`config.mk`:
```
export PLATFORM = sky130hd
export DESIGN_NAME = lsd_decoder
export DESIGN_NICKNAME = d
export VERILOG_FILES = /design/src/verilog/lsd_pkg.sv /design/src/verilog/lsd_decoder.sv
export SDC_FILE = /design/constraint.sdc
export NUM_CORES = 1
export LEC_CHECK = 0
export CAP_MARGIN = 25
export CORE_UTILIZATION = 65
export CTS_CLUSTER_DIAMETER = 150
export DETAILED_ROUTE_END_ITERATION = 7
export DONT_BUFFER_PORTS = 1
export PLACE_DENSITY = 0.77
export SLEW_MARGIN = 30
export SYNTH_ARGS = -nofsm -noshare
export SYNTH_HDL_FRONTEND = slang
export SYNTH_SLANG_ARGS = --single-unit
export TNS_END_PERCENT = 50
```
`constraint.sdc`:
```
create_clock -name mclk_i -period 3.7 [get_ports mclk_i]
set_clock_uncertainty 0.1 [all_clocks]
set_input_delay 0.185 -clock mclk_i [delete_from_list [all_inputs] [get_ports mclk_i]]
set_output_delay 0.185 -clock mclk_i [all_outputs]
set_load 0.01 [all_outputs]
```
`src/verilog/lsd_pkg.sv`:
```
package lsd_pkg;

  // Operation classes produced by the decoder
  typedef enum logic [3:0] {
    LSD_OP_NONE, LSD_OP_INVERT, LSD_OP_XOR_RM, LSD_OP_XOR_ACC, LSD_OP_TEST_RM,
    LSD_OP_TEST_IMM, LSD_OP_TEST_ACC, string_load_op, string_port_output_op, string_move_op
  } lsd_op_t;

  // Decoder states
  typedef enum logic [1:0] {LSD_IDLE, LSD_MODRM, LSD_IMM, LSD_EXEC} lsd_st_t;

  // One decoded instruction
  typedef struct packed {
    lsd_op_t op;
    logic word;
    logic mem;
    logic rep;
    logic [7:0] cost;
  } lsd_dec_t;

  // Opcode values and masks (low bit is the width bit)
  localparam logic [7:0] LSD_PREFIX_REP = 8'h00_F2;
  localparam logic [7:0] LSD_MASK_W = 8'h00_FE;
  localparam logic [7:0] LSD_MASK_DW = 8'h00_FC;
  localparam logic [7:0] LSD_OPC_GRP3 = 8'h00_F6;
  localparam logic [7:0] LSD_OPC_XOR_RM = 8'h00_30;
  localparam logic [7:0] LSD_OPC_XOR_ACC = 8'h00_34;
  localparam logic [7:0] LSD_OPC_TEST_RM = 8'h00_84;
  localparam logic [7:0] LSD_OPC_TEST_ACC = 8'h00_A8;
  localparam logic [7:0] LSD_OPC_LOAD = 8'h00_AC;
  localparam logic [7:0] LSD_OPC_OUT = 8'h00_6E;
  localparam logic [7:0] LSD_OPC_MOVE = 8'h00_A4;
  localparam logic [2:0] LSD_REG_INVERT = 3'h2;
  localparam logic [2:0] LSD_REG_TEST = 3'h0;
  localparam logic [1:0] LSD_MOD_REG = 2'h3;

  // Execution costs in core clocks
  localparam logic [7:0] LSD_CYC_REG = 8'h00_01;
  localparam logic [7:0] LSD_CYC_MEM = 8'h00_07;
  localparam logic [7:0] LSD_CYC_MEM_IMM = 8'h00_08;
  localparam logic [7:0] LSD_CYC_STRING = 8'h00_0D;
  localparam logic [7:0] LSD_CYC_REP_MOVE = 8'h00_04;
  localparam logic [7:0] LSD_CYC_REP_OUT = 8'h00_05;
  localparam logic [7:0] LSD_CYC_REP_LOAD = 8'h00_03;
  localparam logic [7:0] LSD_CYC_ITER = 8'h00_09;

endpackage

```
`src/verilog/lsd_decoder.sv`:
```
`timescale 1ns/100ps
// How it works
// - Group-3 reg 010 inverts; cost 1/7
// - Xor forms: rm 1/7, accumulator immediate 1
// - Test rm with reg: flags only, 1/7
// - Test immediate: group-3 reg 000 1/8, accumulator 1
// - Single string load costs 13 clocks
// - Single string port output costs 13 clocks
// - Repeat prefix loops string op; move 4+9n
// - Repeated port output costs 5+9n clocks
// - Repeated load costs 3+9n clocks
module lsd_decoder import lsd_pkg::*; #(
  parameter int CNT_W = 16
) (
  input wire logic mclk_i,
  input wire logic rst_n_i,
  input wire logic byte_valid_i,
  input wire logic [7:0] byte_i,
  output logic byte_ready_o,
  input wire logic [CNT_W-1:0] count_i,
  output logic dec_valid_o,
  output lsd_dec_t dec_o,
  output logic busy_o,
  output logic [CNT_W-1:0] count_o,
  output logic count_dec_o,
  output logic done_o
);

  // Elaboration check on the count width
  if (CNT_W < 1 || CNT_W > 32) begin : g_chk
    $error("lsd_decoder: CNT_W must be 1 to 32");
  end

  typedef struct packed {
    lsd_st_t st;
    logic rep;
    logic [7:0] opc;
    lsd_dec_t dec;
    logic [1:0] imm_left;
    logic iter;
    logic [7:0] cyc;
    logic [CNT_W-1:0] cnt;
    logic dvalid;
    logic [7:0] span;
  } lsd_state_t;

  lsd_state_t r, nxt;
  logic take;
  logic phase_end;
  logic [CNT_W-1:0] cnt_after;
  logic [1:0] modf;
  logic [2:0] regf;

  // Handshake and phase status
  assign byte_ready_o = (r.st != LSD_EXEC);
  assign take = byte_valid_i && byte_ready_o;
  assign phase_end = (r.st == LSD_EXEC) && (r.cyc == 8'h00_00);
  assign cnt_after = r.iter ? CNT_W'(r.cnt - 1'b1) : r.cnt;
  assign modf = byte_i[7:6];
  assign regf = byte_i[5:3];

  // Next-state logic for decode and execution timing
  always_comb begin
    nxt = r;
    nxt.dvalid = 1'b0;
    case (r.st)
      LSD_IDLE: begin
        if (take) begin
          nxt.opc = byte_i;
          nxt.dec = '0;
          nxt.dec.word = byte_i[0];
          nxt.dec.cost = LSD_CYC_REG;
          nxt.iter = 1'b0;
          if (byte_i == LSD_PREFIX_REP) begin
            nxt.rep = 1'b1;
          end else if ((byte_i & LSD_MASK_W) == LSD_OPC_GRP3 || (byte_i & LSD_MASK_DW) == LSD_OPC_XOR_RM ||
                       (byte_i & LSD_MASK_W) == LSD_OPC_TEST_RM) begin
            nxt.st = LSD_MODRM;
          end else if ((byte_i & LSD_MASK_W) == LSD_OPC_XOR_ACC) begin
            nxt.dec.op = LSD_OP_XOR_ACC;
            nxt.imm_left = byte_i[0] ? 2'h2 : 2'h1;
            nxt.st = LSD_IMM;
          end else if ((byte_i & LSD_MASK_W) == LSD_OPC_TEST_ACC) begin
            nxt.dec.op = LSD_OP_TEST_ACC;
            nxt.imm_left = byte_i[0] ? 2'h2 : 2'h1;
            nxt.st = LSD_IMM;
          end else begin
            // String ops and anything unknown go straight to execution
            nxt.dec.rep = r.rep;
            if ((byte_i & LSD_MASK_W) == LSD_OPC_LOAD) begin
              nxt.dec.op = string_load_op;
              nxt.dec.cost = r.rep ? LSD_CYC_REP_LOAD : LSD_CYC_STRING;
            end else if ((byte_i & LSD_MASK_W) == LSD_OPC_OUT) begin
              nxt.dec.op = string_port_output_op;
              nxt.dec.cost = r.rep ? LSD_CYC_REP_OUT : LSD_CYC_STRING;
            end else if ((byte_i & LSD_MASK_W) == LSD_OPC_MOVE) begin
              nxt.dec.op = string_move_op;
              nxt.dec.cost = r.rep ? LSD_CYC_REP_MOVE : LSD_CYC_STRING;
            end else begin
              nxt.dec.rep = 1'b0;
            end
            nxt.cnt = count_i;
            nxt.cyc = nxt.dec.cost - 8'h00_01;
            nxt.dvalid = 1'b1;
            nxt.rep = 1'b0;
            nxt.st = LSD_EXEC;
          end
        end
      end
      LSD_MODRM: begin
        if (take) begin
          nxt.dec.mem = (modf != LSD_MOD_REG);
          nxt.st = LSD_EXEC;
          if ((r.opc & LSD_MASK_W) == LSD_OPC_GRP3) begin
            if (regf == LSD_REG_INVERT) begin
              nxt.dec.op = LSD_OP_INVERT;
              nxt.dec.cost = nxt.dec.mem ? LSD_CYC_MEM : LSD_CYC_REG;
            end else if (regf == LSD_REG_TEST) begin
              nxt.dec.op = LSD_OP_TEST_IMM;
              nxt.dec.cost = nxt.dec.mem ? LSD_CYC_MEM_IMM : LSD_CYC_REG;
              nxt.imm_left = r.opc[0] ? 2'h2 : 2'h1;
              nxt.st = LSD_IMM;
            end
          end else if ((r.opc & LSD_MASK_DW) == LSD_OPC_XOR_RM) begin
            nxt.dec.op = LSD_OP_XOR_RM;
            nxt.dec.cost = nxt.dec.mem ? LSD_CYC_MEM : LSD_CYC_REG;
          end else begin
            nxt.dec.op = LSD_OP_TEST_RM;
            nxt.dec.cost = nxt.dec.mem ? LSD_CYC_MEM : LSD_CYC_REG;
          end
          if (nxt.st == LSD_EXEC) begin
            nxt.cyc = nxt.dec.cost - 8'h00_01;
            nxt.dvalid = 1'b1;
            nxt.rep = 1'b0;
          end
        end
      end
      LSD_IMM: begin
        if (take) begin
          nxt.imm_left = r.imm_left - 2'h1;
          if (r.imm_left == 2'h1) begin
            nxt.cyc = r.dec.cost - 8'h00_01;
            nxt.dvalid = 1'b1;
            nxt.rep = 1'b0;
            nxt.st = LSD_EXEC;
          end
        end
      end
      LSD_EXEC: begin
        if (r.cyc != 8'h00_00) begin
          nxt.cyc = r.cyc - 8'h00_01;
        end else begin
          // End of base phase or of one iteration
          nxt.cnt = cnt_after;
          if (r.dec.rep && cnt_after != '0) begin
            nxt.iter = 1'b1;
            nxt.cyc = LSD_CYC_ITER - 8'h00_01;
          end else begin
            nxt.iter = 1'b0;
            nxt.st = LSD_IDLE;
          end
        end
      end
      default: nxt.st = LSD_IDLE;
    endcase
    // Cycles since the decode pulse, saturating; only the length checks read it
    if (nxt.dvalid) begin
      nxt.span = 8'h00_00;
    end else if (r.st == LSD_EXEC && r.span != 8'h00_FF) begin
      nxt.span = r.span + 8'h00_01;
    end
  end

  // State register
  always_ff @(posedge mclk_i or negedge rst_n_i) begin
    if (!rst_n_i) begin
      r <= '0;
    end else begin
      r <= nxt;
    end
  end

  // Outputs
  assign dec_valid_o = r.dvalid;
  assign dec_o = r.dec;
  assign busy_o = (r.st == LSD_EXEC);
  assign count_o = r.cnt;
  assign count_dec_o = phase_end && r.iter;
  assign done_o = phase_end && !(r.dec.rep && cnt_after != '0);

  // Checks on decoded costs and iteration behaviour
  invert_cost_a: assert property (@(posedge mclk_i) disable iff (!rst_n_i)
    dec_valid_o && dec_o.op == LSD_OP_INVERT |-> dec_o.cost == (dec_o.mem ? 8'h00_07 : 8'h00_01))
    else $error("invert cost wrong");
  xor_cost_a: assert property (@(posedge mclk_i) disable iff (!rst_n_i)
    dec_valid_o && dec_o.op inside {LSD_OP_XOR_RM, LSD_OP_XOR_ACC} |->
    dec_o.cost == ((dec_o.mem && dec_o.op == LSD_OP_XOR_RM) ? 8'h00_07 : 8'h00_01))
    else $error("xor cost wrong");
  test_rm_a: assert property (@(posedge mclk_i) disable iff (!rst_n_i)
    dec_valid_o && dec_o.op == LSD_OP_TEST_RM |-> dec_o.cost == (dec_o.mem ? 8'h00_07 : 8'h00_01))
    else $error("test rm cost wrong");
  test_imm_a: assert property (@(posedge mclk_i) disable iff (!rst_n_i)
    dec_valid_o && dec_o.op == LSD_OP_TEST_IMM |-> dec_o.cost == (dec_o.mem ? 8'h00_08 : 8'h00_01))
    else $error("test immediate cost wrong");
  load_cost_a: assert property (@(posedge mclk_i) disable iff (!rst_n_i)
    dec_valid_o && dec_o.op == string_load_op |-> dec_o.cost == (dec_o.rep ? 8'h00_03 : 8'h00_0D))
    else $error("load cost wrong");
  out_cost_a: assert property (@(posedge mclk_i) disable iff (!rst_n_i)
    dec_valid_o && dec_o.op == string_port_output_op |-> dec_o.cost == (dec_o.rep ? 8'h00_05 : 8'h00_0D))
    else $error("port output cost wrong");
  single_len_a: assert property (@(posedge mclk_i) disable iff (!rst_n_i)
    done_o && !dec_o.rep && dec_o.cost == 8'h00_0D |-> r.span == 8'h00_0C ##1 !busy_o)
    else $error("single string length wrong");
  rep_move_a: assert property (@(posedge mclk_i) disable iff (!rst_n_i)
    count_dec_o && dec_o.op == string_move_op && dec_o.rep && r.span < 8'h00_15 |->
    r.span == 8'h00_0C && (done_o == (count_o == CNT_W'(1))))
    else $error("repeated move timing wrong");
  width_bit_a: assert property (@(posedge mclk_i) disable iff (!rst_n_i)
    dec_valid_o |-> dec_o.word == r.opc[0])
    else $error("width bit not followed");
  count_step_a: assert property (@(posedge mclk_i) disable iff (!rst_n_i)
    count_dec_o |=> count_o == CNT_W'($past(count_o) - 1'b1))
    else $error("count not decremented");
  zero_count_a: assert property (@(posedge mclk_i) disable iff (!rst_n_i)
    dec_valid_o && dec_o.rep && count_o == '0 |-> !count_dec_o [*3] ##[0:2] done_o)
    else $error("zero count iterated");

endmodule

```
==> run metrics <==
status=finished clean; final net count=just over 500; Hold/Removal Path Class=input pin to flip-flop; crit path DAT=approximately 3.5 ns; die area=slightly below 7000 sq um; synthesized area=about 4200 sq um; hold slack=approximately 0.039 ns; Initial Util=between 60 and 70%; CTS Root Cell=clkbuf_8; setup TNS=0 ns; Leak=between 0.0015 and 0.002 uW; dominant synthesized flop cell=dfrtp_1; Vias=just under 4000; post-synth top area share=a little under a third; # fillers=between 400 and 500; Seq/Total Area, Yosys=between 30% and 40%; IO Count=63; Cell Pwr Density=between 700 and 800 nW/um^2; area delta synth->final=3.58%; WL per Instance=~20 um; VDD IR-drop max=around 930 uV; number of antenna violations at the first check in global routing=0; Die X=82.4 um; Peak Freq=0.297 GHz; Relative slew margins=around 46%; vias in the first global route=between 3000 and 4000; Setup-failing EPs final=0; ANT cells=0; flops & latches, synth=53; Clock Path Buffers=2; clock power share=between 10% and 20%; # rows=28; Critical Path Source Type=flip-flop; H-tree levels=2; Avg Cell Area, Syn=8.34 sq um; share of layout cells above drive strength 1=approximately a tenth; synth top area cells=dfrtp_1, buf_4, nand2_1; Antenna Nets Post-Route=0; total gr overflow=0; Clock Latency Late Sink=0.32 ns; switching portion of total power=50.4%; clock period minus worst slack=3.36 ns; overall power=roughly 3300 uW; setup repair bufs after CTS=0; total track usage=between 30% and 40%; cell taking the most area after synthesis=dfrtp_1; largest net degree at the start of global routing=54; clock sinks=53; DRC errors left=0; worst slew pin tran=0.804 ns; critical path type=flip-flop to flip-flop; Clock Pin Slew Worst Setup and Hold Paths=about 0.11 ns; Post-synth top cells=dfrtp_1, nand2_1, nor2_1, buf_4, a21oi_1; Mapped Cells=around 500; CTS tree=yes; final cell utilization of the core=71.7%; vias per std cell=just under 7; global-route wire length before repair=around 17000 um; number of max-cap violations=0; max-slew violations=0; total CTS buffers=5; RSZ-0062 raised after global routing=false; Crit. End Element=flip-flop; final worst-path cycle share=about nine tenths; Pre-antenna DRT Iters=4; Critical Path Fanout Max=8; fraction of registers with async set/reset=100%; 1st-iter DRT viols=approximately 290; syn nets=540; Post-synth EDFFs=0; Netlist cell types=between 70 and 80; GP Congestion=between 0.9 and 1; Req. time, crit path=~3.8 ns; Die H=just over 80 um; P_sw=1680 uW; most frequent cell after synthesis=dfrtp_1; P_int=1660 uW; YS warnings=0; post-DP HPWL=~7800 um; core area=roughly 6100 sq um; Combinational Power Share=54.5%; count of input and output buffers=0; Hold Vio Cnt, Final=0; share of power burned in registers=a little over a third; total wire length=roughly 11000 um
power by group through the flow:
| stage | Combinational (uW) | Sequential (uW) | Clock (uW) |
|---|---|---|---|
| floorplan | 1680 | 989 | 0 |
| global placement | 1710 | 1150 | 0 |
| detailed placement | 1750 | 1160 | 0 |
| CTS | 1790 | 1150 | 362 |
| global route | 1990 | 1210 | 384 |
| finish | 1820 | 1160 | 361 |
cell families after synthesis:
kind of cell	synth area share (%)
simple gates	25.6
compound gates	22.5
buf+inv	10.6
flops	31.6
mux	4.71
fa+ha+maj	2.98
xor+xnor	1.88
other cells	0.0894
worst max-delay path, stage by stage (launching register included):
cell,delay (ns)
dfrtp_1,0.50
inv_1,0.14
ha_1,0.31
or4b_2,0.62
nor4_2,0.18
xnor2_1,0.19
nand4_1,0.14
o32ai_2,0.30
or2_1,0.39
mux2_1,0.36
path summary, 6_finish.rpt:
check / depth (start not counted) / endpoint / slack (ns) / startpoint
min reg2reg: 1 / r[55]$_DFFE_PN0P_ / 0.44 / r[55]$_DFFE_PN0P_
min: 2 / count_o[11]$_DFFE_PN0P_ / 0.04 / count_i[11]
max: 9 / r[25]$_DFFE_PN0P_ / 0.34 / count_o[1]$_DFFE_PN0P_
max in group asynchronous: 2 / r[34]$_DFFE_PN0P_ / 2.96 / rst_n_i
min in group asynchronous: 2 / count_o[9]$_DFFE_PN0P_ / 0.29 / rst_n_i
max reg2reg: 9 / r[25]$_DFFE_PN0P_ / 0.34 / count_o[1]$_DFFE_PN0P_
layout by cell type, fill, tap and decap left out, types with 6 or more instances in the layout:
master	n
o21ai_0	21
or4_1	7
inv_1	16
and2_1	6
dfrtp_1	53
nand2_1	45
o31ai_1	6
or3_1	9
a31oi_1	6
buf_4	10
nor2_1	36
nor4_1	11
nand3_1	17
nor3_1	16
dlygate4sd3_1	24
a21oi_1	29
o22ai_1	10
mux2_2	9
ha_1	10
flip-flops by register name, summed over array words and instances (netlist names):
name and flops:
r 22, count_o 16, dec_o 14, dec_valid_o 1
timing repair:
action                    4_1_cts  5_1_grt
hold endpoints to repair       76        0
gates resized for setup         0        0
hold buffers                   25        0
layout make-up:
class	instances	area, sq um	area share [%]
clock buffer	5	68.8	1.58
clock inverter	3	26.3	0.604
inverter	17	63.8	1.47
multi-input combinational	369	2420	55.8
sequential	53	1330	30.5
tap	75	93.8	2.16
timing repair buffer	35	343	7.89
per-layer routing:
| metal | up-vias | part of all wire (%) | GRT usage (%) |
|---|---|---|---|
| met2 | 215 | 49 | 58.8 |
| met1 | 1829 | 41 | 41.9 |
| met4 | 0 | 2.1 | 13.0 |
| met5 | - | 0 | 0 |
| met3 | 29 | 7.5 | 5.82 |
| li1 | 1784 | - | - |
through the flow:
stage | setup WS [ns] | instances | cell area (sq um)
after floorplan | 0.612 | 503 | 4200
after global placement | 0.443 | 524 | 3980
after detailed placement | 0.365 | 524 | 3980
after CTS | 0.334 | 557 | 4350
after global routing | 0.165 | 557 | 4350
final | 0.337 | 557 | 4350
Power figures use the tool's default switching activity.
